<file path="src/rtl/hib_wake_consts.vh">
// Constants for the link hibernation and wake-up client block
`ifndef HIB_WAKE_CONSTS_VH
`define HIB_WAKE_CONSTS_VH
// Register indices
`define HW_REG_VSYNC_WAKE 8'h50
`define HW_REG_WAKEPT 8'h51
// Fields of the vsync wake control register
`define HW_WAKE_EN_BIT 0
`define HW_STAT_ACTIVE_BIT 8
`define HW_STAT_WAKE_BIT 9
// Fields of the wake point register
`define HW_FRM_MSB 15
`define HW_FRM_LSB 10
`define HW_LINE_MSB 8
`define HW_LINE_LSB 0
// Reset values
`define HW_WAKE_EN_RST 1'b0
`define HW_WAKEPT_RST 16'h0000
// Strobe cycle counts
`define HW_CNT_DATA_OFF 8'd16
`define HW_CNT_RX_SLEEP 8'd48
`define HW_CNT_SHUTDOWN 8'd64
`define HW_CNT_CLIENT_HI 8'd70
`define HW_CNT_LOW_SEEN 8'd40
// Timing
`define HW_RX_SETUP_NS 200
`define HW_CLK_NS 25
`endif

</file>
<file path="src/rtl/edge_sync.v">
// Two-flop synchroniser with rising edge detect
`timescale 1ns/1ps
`default_nettype none
module edge_sync
(
    // Clock and reset
    input wire clk_i,
    input wire rst_i,
    // Asynchronous level in
    input wire async_i,
    // Synchronised level and edge
    output wire level_o,
    output wire rise_o
);
    reg meta_q;
    reg sync_q;
    reg prev_q;

    // First flop is read only by the second
    always @(posedge clk_i)
    begin
        if (rst_i)
        begin
            meta_q <= 1'b0;
            sync_q <= 1'b0;
            prev_q <= 1'b0;
        end
        else
        begin
            meta_q <= async_i;
            sync_q <= meta_q;
            prev_q <= sync_q;
        end
    end

    // Edge taken from the settled stages only
    assign level_o = sync_q;
    assign rise_o = sync_q & ~prev_q;
endmodule // edge_sync
`default_nettype wire

</file>
<file path="src/rtl/hib_wake_client.v">
// Link client hibernation entry, restart and vsync wake point logic
// How it works
// - Receivers may sleep after strobe 48
// - Strobe during hibernation never starts restart
// - Data high on low-power data receiver means wake
// - Hunt sub-frame header after 40 low cycles
// - Strobe offset enabled with receiver for request
// - Drive data high after receiver settles
// - First strobe pulse removes strobe offset
// - Client drives data 70 pulses, then releases
// - Vsync wake enable syncs request to vsync
// - Wake point set by frames and lines
// - Link alive low in hibernation, high after
// - Reaching wake point raises wake request
// - Wake request and enable clear after wake
`timescale 1ns/1ps
`default_nettype none
`include "hib_wake_consts.vh"
module hib_wake_client
(
    // Clock and reset
    input wire clk_i,
    input wire rst_i,
    // Register port
    input wire [7:0] reg_addr_i,
    input wire [15:0] reg_wdata_i,
    input wire reg_wr_i,
    output reg [15:0] reg_rdata_o,
    // Link pins, received side
    input wire strb_i,
    input wire data_rx_i,
    input wire data_lp_i,
    // Link pins, driven side and receiver control
    output reg data_o,
    output reg data_oe_o,
    output reg strb_rx_en_o,
    output reg strb_offset_en_o,
    output reg data_rx_en_o,
    // Packet and display timing, same clock
    input wire shutdown_crc_i,
    input wire frame_update_i,
    input wire line_pulse_i,
    // Status
    output reg link_active_o,
    output reg client_wakeup_o,
    output reg sfh_search_o
);
    localparam integer SETUP_CYC =
        (`HW_RX_SETUP_NS + `HW_CLK_NS - 1) / `HW_CLK_NS;
    localparam [6:0] ST_ACT = 7'b000_0001;
    localparam [6:0] ST_SHUT = 7'b000_0010;
    localparam [6:0] ST_HIB = 7'b000_0100;
    localparam [6:0] ST_CREQ = 7'b000_1000;
    localparam [6:0] ST_CDRV = 7'b001_0000;
    localparam [6:0] ST_WHI = 7'b010_0000;
    localparam [6:0] ST_WLO = 7'b100_0000;
    wire strb_rise, data_lvl, data_lp_lvl;
    reg [6:0] state_q;
    reg [7:0] cnt_q;
    reg [3:0] setup_q;
    reg wake_done_q;
    reg vsync_wake_enable_q;
    reg [15:0] wakept_q;
    reg [5:0] frm_cnt_q;
    reg [8:0] line_cnt_q;
    reg in_line_q;

    // Pins come from the far side, so all pass two flops
    edge_sync u_strb
    (
        .clk_i(clk_i), .rst_i(rst_i), .async_i(strb_i),
        .level_o(), .rise_o(strb_rise)
    );
    edge_sync u_data
    (
        .clk_i(clk_i), .rst_i(rst_i), .async_i(data_rx_i),
        .level_o(data_lvl), .rise_o()
    );
    edge_sync u_data_lp
    (
        .clk_i(clk_i), .rst_i(rst_i), .async_i(data_lp_i),
        .level_o(data_lp_lvl), .rise_o()
    );

    // Next count and wake point fields, decoded once
    wire [7:0] cnt_inc = cnt_q + 8'd1;
    wire [5:0] wake_frame_count = wakept_q[`HW_FRM_MSB:`HW_FRM_LSB];
    wire [8:0] wake_line_count = wakept_q[`HW_LINE_MSB:`HW_LINE_LSB];
    // Wake point only runs while hibernating and enabled
    wire armed = vsync_wake_enable_q & state_q[2];

    // Link sequencer; strobe edges are counted in the system clock
    always @(posedge clk_i)
    begin
        if (rst_i)
        begin
            state_q <= ST_ACT;
            cnt_q <= 8'h00;
            setup_q <= 4'h0;
            wake_done_q <= 1'b0;
            data_o <= 1'b0;
            data_oe_o <= 1'b0;
            strb_rx_en_o <= 1'b1;
            strb_offset_en_o <= 1'b0;
            data_rx_en_o <= 1'b1;
            link_active_o <= 1'b1;
            sfh_search_o <= 1'b0;
        end
        else
        begin
            wake_done_q <= 1'b0;
            sfh_search_o <= 1'b0;
            case (state_q)
                ST_ACT:
                begin
                    if (shutdown_crc_i)
                    begin
                        state_q <= ST_SHUT;
                        cnt_q <= 8'h00;
                    end
                end
                ST_SHUT:
                begin
                    // Host keeps strobing so this count completes
                    if (strb_rise)
                    begin
                        cnt_q <= cnt_inc;
                        if (cnt_inc == `HW_CNT_RX_SLEEP)
                            data_rx_en_o <= 1'b0;
                        if (cnt_inc == `HW_CNT_SHUTDOWN)
                        begin
                            state_q <= ST_HIB;
                            strb_rx_en_o <= 1'b0;
                            link_active_o <= 1'b0;
                        end
                    end
                end
                ST_HIB:
                begin
                    // Strobe activity ignored; data level or own wake request wakes
                    if (data_lp_lvl)
                    begin
                        state_q <= ST_WHI;
                        cnt_q <= 8'h00;
                        strb_rx_en_o <= 1'b1;
                        data_rx_en_o <= 1'b1;
                    end
                    else if (client_wakeup_o)
                    begin
                        state_q <= ST_CREQ;
                        setup_q <= 4'h0;
                        strb_offset_en_o <= 1'b1;
                        strb_rx_en_o <= 1'b1;
                    end
                end
                ST_CREQ:
                begin
                    // Receiver gets 200 ns before data goes high
                    if (setup_q != SETUP_CYC[3:0])
                        setup_q <= setup_q + 4'h1;
                    else
                    begin
                        data_oe_o <= 1'b1;
                        data_o <= 1'b1;
                    end
                    if (strb_rise && data_oe_o)
                    begin
                        strb_offset_en_o <= 1'b0;
                        cnt_q <= 8'd1;
                        state_q <= ST_CDRV;
                    end
                end
                ST_CDRV:
                begin
                    if (strb_rise)
                    begin
                        cnt_q <= cnt_inc;
                        if (cnt_inc == `HW_CNT_CLIENT_HI)
                        begin
                            data_oe_o <= 1'b0;
                            data_o <= 1'b0;
                            data_rx_en_o <= 1'b1;
                            state_q <= ST_WHI;
                        end
                    end
                end
                ST_WHI:
                begin
                    // Host high phase ends on first low sample
                    if (strb_rise && !data_lvl)
                    begin
                        cnt_q <= 8'd1;
                        state_q <= ST_WLO;
                    end
                end
                ST_WLO:
                begin
                    if (strb_rise)
                    begin
                        if (data_lvl)
                            state_q <= ST_WHI; // Glitch: restart hunt
                        else if (cnt_inc == `HW_CNT_LOW_SEEN)
                        begin
                            sfh_search_o <= 1'b1;
                            link_active_o <= 1'b1;
                            wake_done_q <= 1'b1;
                            state_q <= ST_ACT;
                        end
                        else
                            cnt_q <= cnt_inc;
                    end
                end
                default:
                    state_q <= ST_ACT;
            endcase
        end
    end

    // Wake point: vsyncs first, then display lines
    always @(posedge clk_i)
    begin
        if (rst_i)
        begin
            frm_cnt_q <= 6'h00;
            line_cnt_q <= 9'h000;
            in_line_q <= 1'b0;
            client_wakeup_o <= 1'b0;
        end
        else if (wake_done_q || !armed)
        begin
            // Request stays up until the link is back
            frm_cnt_q <= 6'h00;
            line_cnt_q <= 9'h000;
            in_line_q <= 1'b0;
            if (wake_done_q)
                client_wakeup_o <= 1'b0;
        end
        else
        begin
            if (frame_update_i && !in_line_q)
            begin
                if (frm_cnt_q == wake_frame_count)
                begin
                    in_line_q <= 1'b1;
                    line_cnt_q <= 9'h000;
                end
                else
                    frm_cnt_q <= frm_cnt_q + 6'h01;
            end
            if (in_line_q && line_cnt_q == wake_line_count)
                client_wakeup_o <= 1'b1;
            else if (in_line_q && line_pulse_i)
                line_cnt_q <= line_cnt_q + 9'h001;
        end
    end

    // Register port; a write beats the auto clear, reads lag one cycle
    always @(posedge clk_i)
    begin
        if (rst_i)
        begin
            vsync_wake_enable_q <= `HW_WAKE_EN_RST;
            wakept_q <= `HW_WAKEPT_RST;
            reg_rdata_o <= 16'h0000;
        end
        else
        begin
            if (wake_done_q)
                vsync_wake_enable_q <= 1'b0;
            if (reg_wr_i && reg_addr_i == `HW_REG_VSYNC_WAKE)
                vsync_wake_enable_q <= reg_wdata_i[`HW_WAKE_EN_BIT];
            if (reg_wr_i && reg_addr_i == `HW_REG_WAKEPT)
                wakept_q <= reg_wdata_i;
            reg_rdata_o <= 16'h0000; // Unmapped reads zero
            if (reg_addr_i == `HW_REG_VSYNC_WAKE)
            begin
                reg_rdata_o[`HW_WAKE_EN_BIT] <= vsync_wake_enable_q;
                reg_rdata_o[`HW_STAT_ACTIVE_BIT] <= link_active_o;
                reg_rdata_o[`HW_STAT_WAKE_BIT] <= client_wakeup_o;
            end
            if (reg_addr_i == `HW_REG_WAKEPT)
                reg_rdata_o <= wakept_q;
        end
    end
endmodule // hib_wake_client
`default_nettype wire

</file>
<file path="config.mk">
export PLATFORM = sky130hd
export DESIGN_NAME = hib_wake_client
export DESIGN_NICKNAME = d
export VERILOG_FILES = /design/src/rtl/edge_sync.v /design/src/rtl/hib_wake_client.v
export VERILOG_INCLUDE_DIRS = /design/src /design/src/rtl
export SDC_FILE = /design/constraint.sdc
export NUM_CORES = 1
export LEC_CHECK = 0
export BUFFER_PORTS_ARGS = -buffer_cell sky130_fd_sc_hd__buf_2
export CORE_ASPECT_RATIO = 1.2
export CORE_MARGIN = 5
export CORE_UTILIZATION = 28
export DETAILED_ROUTE_END_ITERATION = 10
export GPL_TIMING_DRIVEN = 0
export HOLD_SLACK_MARGIN = 0.02
export PLACE_DENSITY = 0.55
export RECOVER_POWER = 25
export SYNTH_ARGS = -nofsm -noshare
export SYNTH_HDL_FRONTEND = slang
export SYNTH_SLANG_ARGS = --single-unit
</file>
<file path="constraint.sdc">
create_clock -name clk_i -period 6.5 [get_ports clk_i]
set_input_delay 0.325 -clock clk_i [delete_from_list [all_inputs] [get_ports clk_i]]
set_output_delay 0.325 -clock clk_i [all_outputs]
set_load 0.005 [all_outputs]
</file>
# Word-level counts from Yosys, hierarchy flattened
# Index checks and enable logic that the tools add are counted.
# W data, S select, Z words.
[op_classes]
addsub = 4
order_cmp = 0
reduce_logical = 34
mux = 60
div = 0
eq_ne = 37
n_bitwise = 7
multipliers = 0
shift = 0
[op_table]
columns = ["operator", "n"]
rows = [
  ["$mux W7", 12],
  ["$mux W8", 8],
  ["$pmux W7 S7", 1],
  ["$pmux W8 S6", 1],
  ["$mux W9", 4],
  ["$ne A2 B2 Y1 const B", 17],
  ["$eq A8 B7 Y1 const B", 4],
  ["$mux W1", 23],
  ["$eq A8 B6 Y1 const B", 2],
  ["$reduce_and A4 Y1", 4],
  ["$mux W4", 3],
  ["$reduce_and A6 Y1", 2],
  ["$reduce_bool A2 Y1", 6],
  ["$mux W10", 1],
  ["$reduce_and A10 Y1", 1],
  ["$add A9 B1 Y9 const B", 1],
  ["$eq A9 B9 Y1", 1],
  ["$reduce_and A9 Y1", 1],
  ["$add A8 B1 Y8 const B", 1],
  ["$pmux W1 S2", 4],
  ["$pmux W4 S2", 1],
  ["$eq A7 B1 Y1 const B", 1],
  ["$eq A7 B2 Y1 const B", 1],
  ["$eq A7 B3 Y1 const B", 1],
  ["other kinds (22)", 41],
]
[totals]
mem_count = 0
mem_bits_ro = 0
latchBits = 0
inputBits = 33
reg_bits = 82
mem_bits_rw = 0

# Logic depth before layout (Yosys ltp)
[depth]
word_depth = 6
mapped_depth = 10
depth_no_buf = 8

# Modules after synthesis
# From an unflattened synthesis, not the netlist that was laid out.
[hier_totals]
cells_unflattened = 476
hier_area_um2 = 4262.8
[modules_own_cells]
columns = ["mod", "n_inst", "area_each_um2", "cells_per_inst", "seq_area_each_um2"]
rows = [
  ["hib_wake_client", 1, 4000.1, 455, 1501.4],
  ["edge_sync", 3, 87.6, 7, 60.1],
]

# Worst setup path after synthesis
# No wires, ideal clock.
[synth_timing]
kind = "reg-to-reg"
startpoint = "register cnt_q[0]"
endpoint = "register strb_rx_en_o"
setup_time_ns = 0.114
path_stages_with_launch = 9
period_less_slack_ns = 2.406
required_time_ns = 6.386
t_arrival_ns = 2.292
setup_slack_ns = 4.094
n_path_buf = 1
cell_sequence = "dfxtp_1 -> ha_1 -> and3_1 -> buf_6 -> o311ai_4 -> nand3_2 -> a2111oi_4 -> nand2_1 -> a21o_1"
[synth_via]
elab_chain_cells = 4
[synth_lines]
columns = ["item", "line_no", "source"]
rows = [
  ["start, declared", "hib_wake_client.v:59", "reg [7:0] cnt_q;"],
  ["start signal, assigned", "hib_wake_client.v:127", "cnt_q <= cnt_inc;"],
  ["start signal, assigned", "hib_wake_client.v:177", "cnt_q <= cnt_inc;"],
  ["start signal, assigned", "hib_wake_client.v:210", "cnt_q <= cnt_inc;"],
  ["$add A8 B1 Y8", "hib_wake_client.v:86", "wire [7:0] cnt_inc = cnt_q + 8'd1;"],
  ["$eq A8 B7 Y1 (no line)", "--", ""],
  ["$ne A2 B2 Y1 (no line)", "--", ""],
  ["$reduce_and A4 Y1 (no line)", "--", ""],
  ["end signal, assigned", "hib_wake_client.v:103", "strb_rx_en_o <= 1'b1;"],
  ["end signal, assigned", "hib_wake_client.v:133", "strb_rx_en_o <= 1'b0;"],
  ["end signal, assigned", "hib_wake_client.v:145", "strb_rx_en_o <= 1'b1;"],
  ["end, declared", "hib_wake_client.v:36", "output reg strb_rx_en_o,"],
]
# No other way between the ends.
# A chain may end at the register's enable or synchronous reset.

# Worst setup path after layout
# Ends and elaborated chain as after synthesis.

==> run summary <==
The combined area of all synthesized cells came out at 0.00398 mm2. The core box area came out at 0.0139 mm2. Setup violations remaining at the end of the flow were counted as 0.

The number of CTS-inserted buffers is 9. The sink count of the clock tree came out at 82. In the post-synthesis netlist, the biggest area contributors are sky130_fd_sc_hd__dfxtp_1 (41%), sky130_fd_sc_hd__nor2_1 (5.9%), sky130_fd_sc_hd__mux2i_1 (5.8%). The startpoint type of the worst setup path is a register. 57 I/O pins were placed. The floorplan step set the die height to 141 um. The net count after synthesis came out at 480. The total track usage is 0.121. The global-route wire length before repair came out at 16.2 mm. By instance count, the cell type seen most on the critical path is sky130_fd_sc_hd__nand2_1. The analysis attributes to cell leakage a power of 1.98 nW.

Along the worst path, the maximum fanout reaches 10. The setup TNS came out at 0 ns. Leaving out fill and tap cells, the most frequent cells in the layout are sky130_fd_sc_hd__dfxtp_1 (82), sky130_fd_sc_hd__nor2_1 (63), sky130_fd_sc_hd__buf_2 (52). The ratio of final minimum period to clock period is 0.455. The via count of the first global-routing pass was 3,308.

The cell row count is 47. The final weighted congestion of routability-driven global placement came out at 0.849. The post-cts resize count is 0.

The initial core utilization is 0.287. The maximum buffer depth of the clock tree came out at 2. The sequential cells in the finished layout cover a total of 0.00164 mm2.

The total number of H-tree levels came out at 3. The number of max-cap violations is 0. The average instance in the mapped netlist occupies 9.04 um2.

The largest single stage delay on the critical path is 0.79 ns. The layout filler cell count is 1,452. The number of vias per cell after detailed routing came out at 4.89. The count of flip-flops with a built-in enable after synthesis came out at 0. The share of layout cells above drive strength 1 came out at 0.171. Setup repair after global routing left no endpoint under its margin.

The most used flip-flop cell after synthesis is sky130_fd_sc_hd__dfxtp_1. The cell type with the largest total area after synthesis is sky130_fd_sc_hd__dfxtp_1. The final setup skew came out at 0.00631 ns.

The final wirelength came out at 9.91 mm. The required time of the worst setup path came out at 6.74 ns. The library cell used most frequently in the layout, excluding fill and tap cells, is sky130_fd_sc_hd__dfxtp_1. The proportion of synthesized flip-flops having asynchronous set or reset is 0. After layout, the minimum clock period comes to 2.96 ns. The normalized max-slew margin came out at 0.486. The worst path meets setup with 3.54 ns of slack. For the worst-skew pair, the clock arrives at the later sink with an insertion delay of 0.34 ns. The initial antenna violation count is 0. The synthesis-stage register bit count came out at 82. The number of antenna repair diodes is 0. The data arrival time of the critical path is 3.20 ns. The share of synthesized area in the top cell type comes to 0.413.

The signal on the critical path passes through ha_1 -> buf_2 -> xor2_1 -> nand2_1 -> o22ai_1 -> nand3_2 -> a2111oi_4 -> nand2_1 -> a21o_1. The number of setup buffers added after CTS came out at 0. The transition time of the tightest slew-check pin is 0.770 ns. The critical path is of the reg -> reg type. The worst register-to-register path has a depth of 9. The count of cell types in the netlist is 61. Clock-pin slew was measured on the worst setup and hold paths at 0.07 ns. The run finished with clean final reports. For this block, the via count after detailed routing is 3,329. The final-report hold violation count is 0. Synthesis produced a netlist whose cell count is 440.

Hold repair after CTS inserted 0 buffers. The initial detailed-routing violation count is 208. Compared with the post-synthesis result, the final layout area differs by 19.5%. The CTS tree is built. STA classifies the critical path endpoint as a register.

The placement-stage worst setup slack is 3.59 ns. The cell area power density is 262 mW/mm2. The area enclosed by the die boundary is 0.0167 mm2. After global routing the overflow that remains totals 0. The final number of max-transition violations was 0. The residual antenna-violating net count after detailed routing came out at 0.

The count of synthesis-stage warnings from yosys came out at 0. The worst voltage drop across the vdd grid came out at 0.000110 V. The number of input and output port buffers inserted is 54. The top achievable clock speed is 338 MHz. The count of nets after finishing came out at 545. The register area share after synthesis came out at 0.413. The largest individual stage delay along the critical path comes from the cell sky130_fd_sc_hd__a2111oi_4. The cell sitting at the root of the clock tree is a sky130_fd_sc_hd__clkbuf_16. The area of the multi-input gates came out at 0.00218 mm2. Dividing the detail-routed wire length by the instance count gives 14.5 um. The remaining design rule violation count is 0. The die boundary width came out at 119 um. Entering global routing, the biggest net connects 19 pins. The cell depth of the worst min-delay path is 2. The wire-length estimate of the detail-placed layout is 7.40 mm. The number of detailed-route iterations in the first pass came out at 4. The class of the worst hold path is in -> reg.
==> worst max-delay path: cells and delay by family, from the launching register on <==
family	cells	cell delay, ns
AO/OA/AOI/OAI	3	1.25
flip-flops	1	0.53
AND/OR/NAND/NOR	3	0.43
adder cells (fa/ha/maj)	1	0.25
buffers and inverters	1	0.22
XOR/XNOR	1	0.16
==> state kept, by name, indices dropped and copies added, names as in the netlist <==
register,cells
link_active_o,1
frm_cnt_q,6
u_data_lp.meta_q,1
cnt_q,8
wakept_q,16
setup_q,4
u_strb.level_o,1
u_strb.prev_q,1
wake_done_q,1
u_data.meta_q,1
strb_rx_en_o,1
line_cnt_q,9
data_oe_o,1
u_strb.meta_q,1
data_rx_en_o,1
state_q,7
in_line_q,1
reg_rdata_o,16
u_data.level_o,1
vsync_wake_enable_q,1
client_wakeup_o,1
u_data_lp.level_o,1
strb_offset_en_o,1
==> layout make-up <==
cell class / instances / area share
timing repair buffer: 54 / 0.0537
tap: 171 / 0.0450
buffer: 24 / 0.0250
inverter: 9 / 0.00711
multi-input combinational: 325 / 0.459
sequential: 82 / 0.345
clock inverter: 7 / 0.0171
clock buffer: 9 / 0.0474
==> synthesized netlist by cell type, types with 4 or more instances <==
master	instances
sky130_fd_sc_hd__a21oi_1	21
sky130_fd_sc_hd__a31oi_1	5
sky130_fd_sc_hd__and2_1	14
sky130_fd_sc_hd__and3_1	4
sky130_fd_sc_hd__buf_2	10
sky130_fd_sc_hd__clkbuf_1	10
sky130_fd_sc_hd__dfxtp_1	82
sky130_fd_sc_hd__ha_1	7
sky130_fd_sc_hd__inv_1	9
sky130_fd_sc_hd__mux2i_1	23
sky130_fd_sc_hd__nand2_1	20
sky130_fd_sc_hd__nand2b_1	7
sky130_fd_sc_hd__nand3_1	14
sky130_fd_sc_hd__nand4_1	10
sky130_fd_sc_hd__nand4b_1	4
sky130_fd_sc_hd__nor2_1	63
sky130_fd_sc_hd__nor2b_1	16
sky130_fd_sc_hd__nor3_1	8
sky130_fd_sc_hd__nor4_1	5
sky130_fd_sc_hd__o21ai_0	17
sky130_fd_sc_hd__or4_1	6
sky130_fd_sc_hd__xnor2_1	8
sky130_fd_sc_hd__xor2_1	24
==> where the power goes <==
part           internal (W)  total (W)  switching [W]  leakage (nW)
clock              0.000274   0.000512       0.000238         0.150
combinational     0.0000764   0.000206       0.000130          1.17
sequential         0.000516   0.000525     0.00000985         0.663
total              0.000866    0.00124       0.000378          1.98
==> per-stage QoR <==
step / power [W] / cell area, um2 / hold slack [ns] / util / cells
floorplan: 0.000678 / 3980 / 0.414 / - / 440
global placement: 0.000736 / 4460 / 0.430 / 0.321 / 665
detailed placement: 0.000740 / 4460 / 0.428 / 0.321 / 665
CTS: 0.00126 / 4770 / 0.171 / 0.343 / 681
global route: 0.00130 / 4750 / 0.190 / 0.342 / 681
finish: 0.00124 / 4750 / 0.190 / 0.342 / 681
==> path summary, 6_finish.rpt <==
check | end | from | slack, ns
min | u_data.meta_q | data_rx_i | 0.19
max reg2reg | strb_rx_en_o | cnt_q[0] | 3.54
max | strb_rx_en_o | cnt_q[0] | 3.54
min reg2reg | u_data_lp.level_o | u_data_lp.meta_q | 0.44
==> per-layer routing <==
layer  track usage  vias to the layer above  wire length, um
li1              -                     1688                -
met5             0                        -                0
met1         0.139                     1554             4300
met2         0.210                       77             4910
met4        0.0439                        0              160
met3        0.0395                       10              530
==> cells by family after synthesis <==
logic type,synth area share
flip-flops,0.413
XOR/XNOR,0.0705
adder cells (fa/ha/maj),0.0220
buffers and inverters,0.0384
AO/OA/AOI/OAI,0.124
AND/OR/NAND/NOR,0.275
multiplexers,0.0579
(Power assumes the default switching activity.)
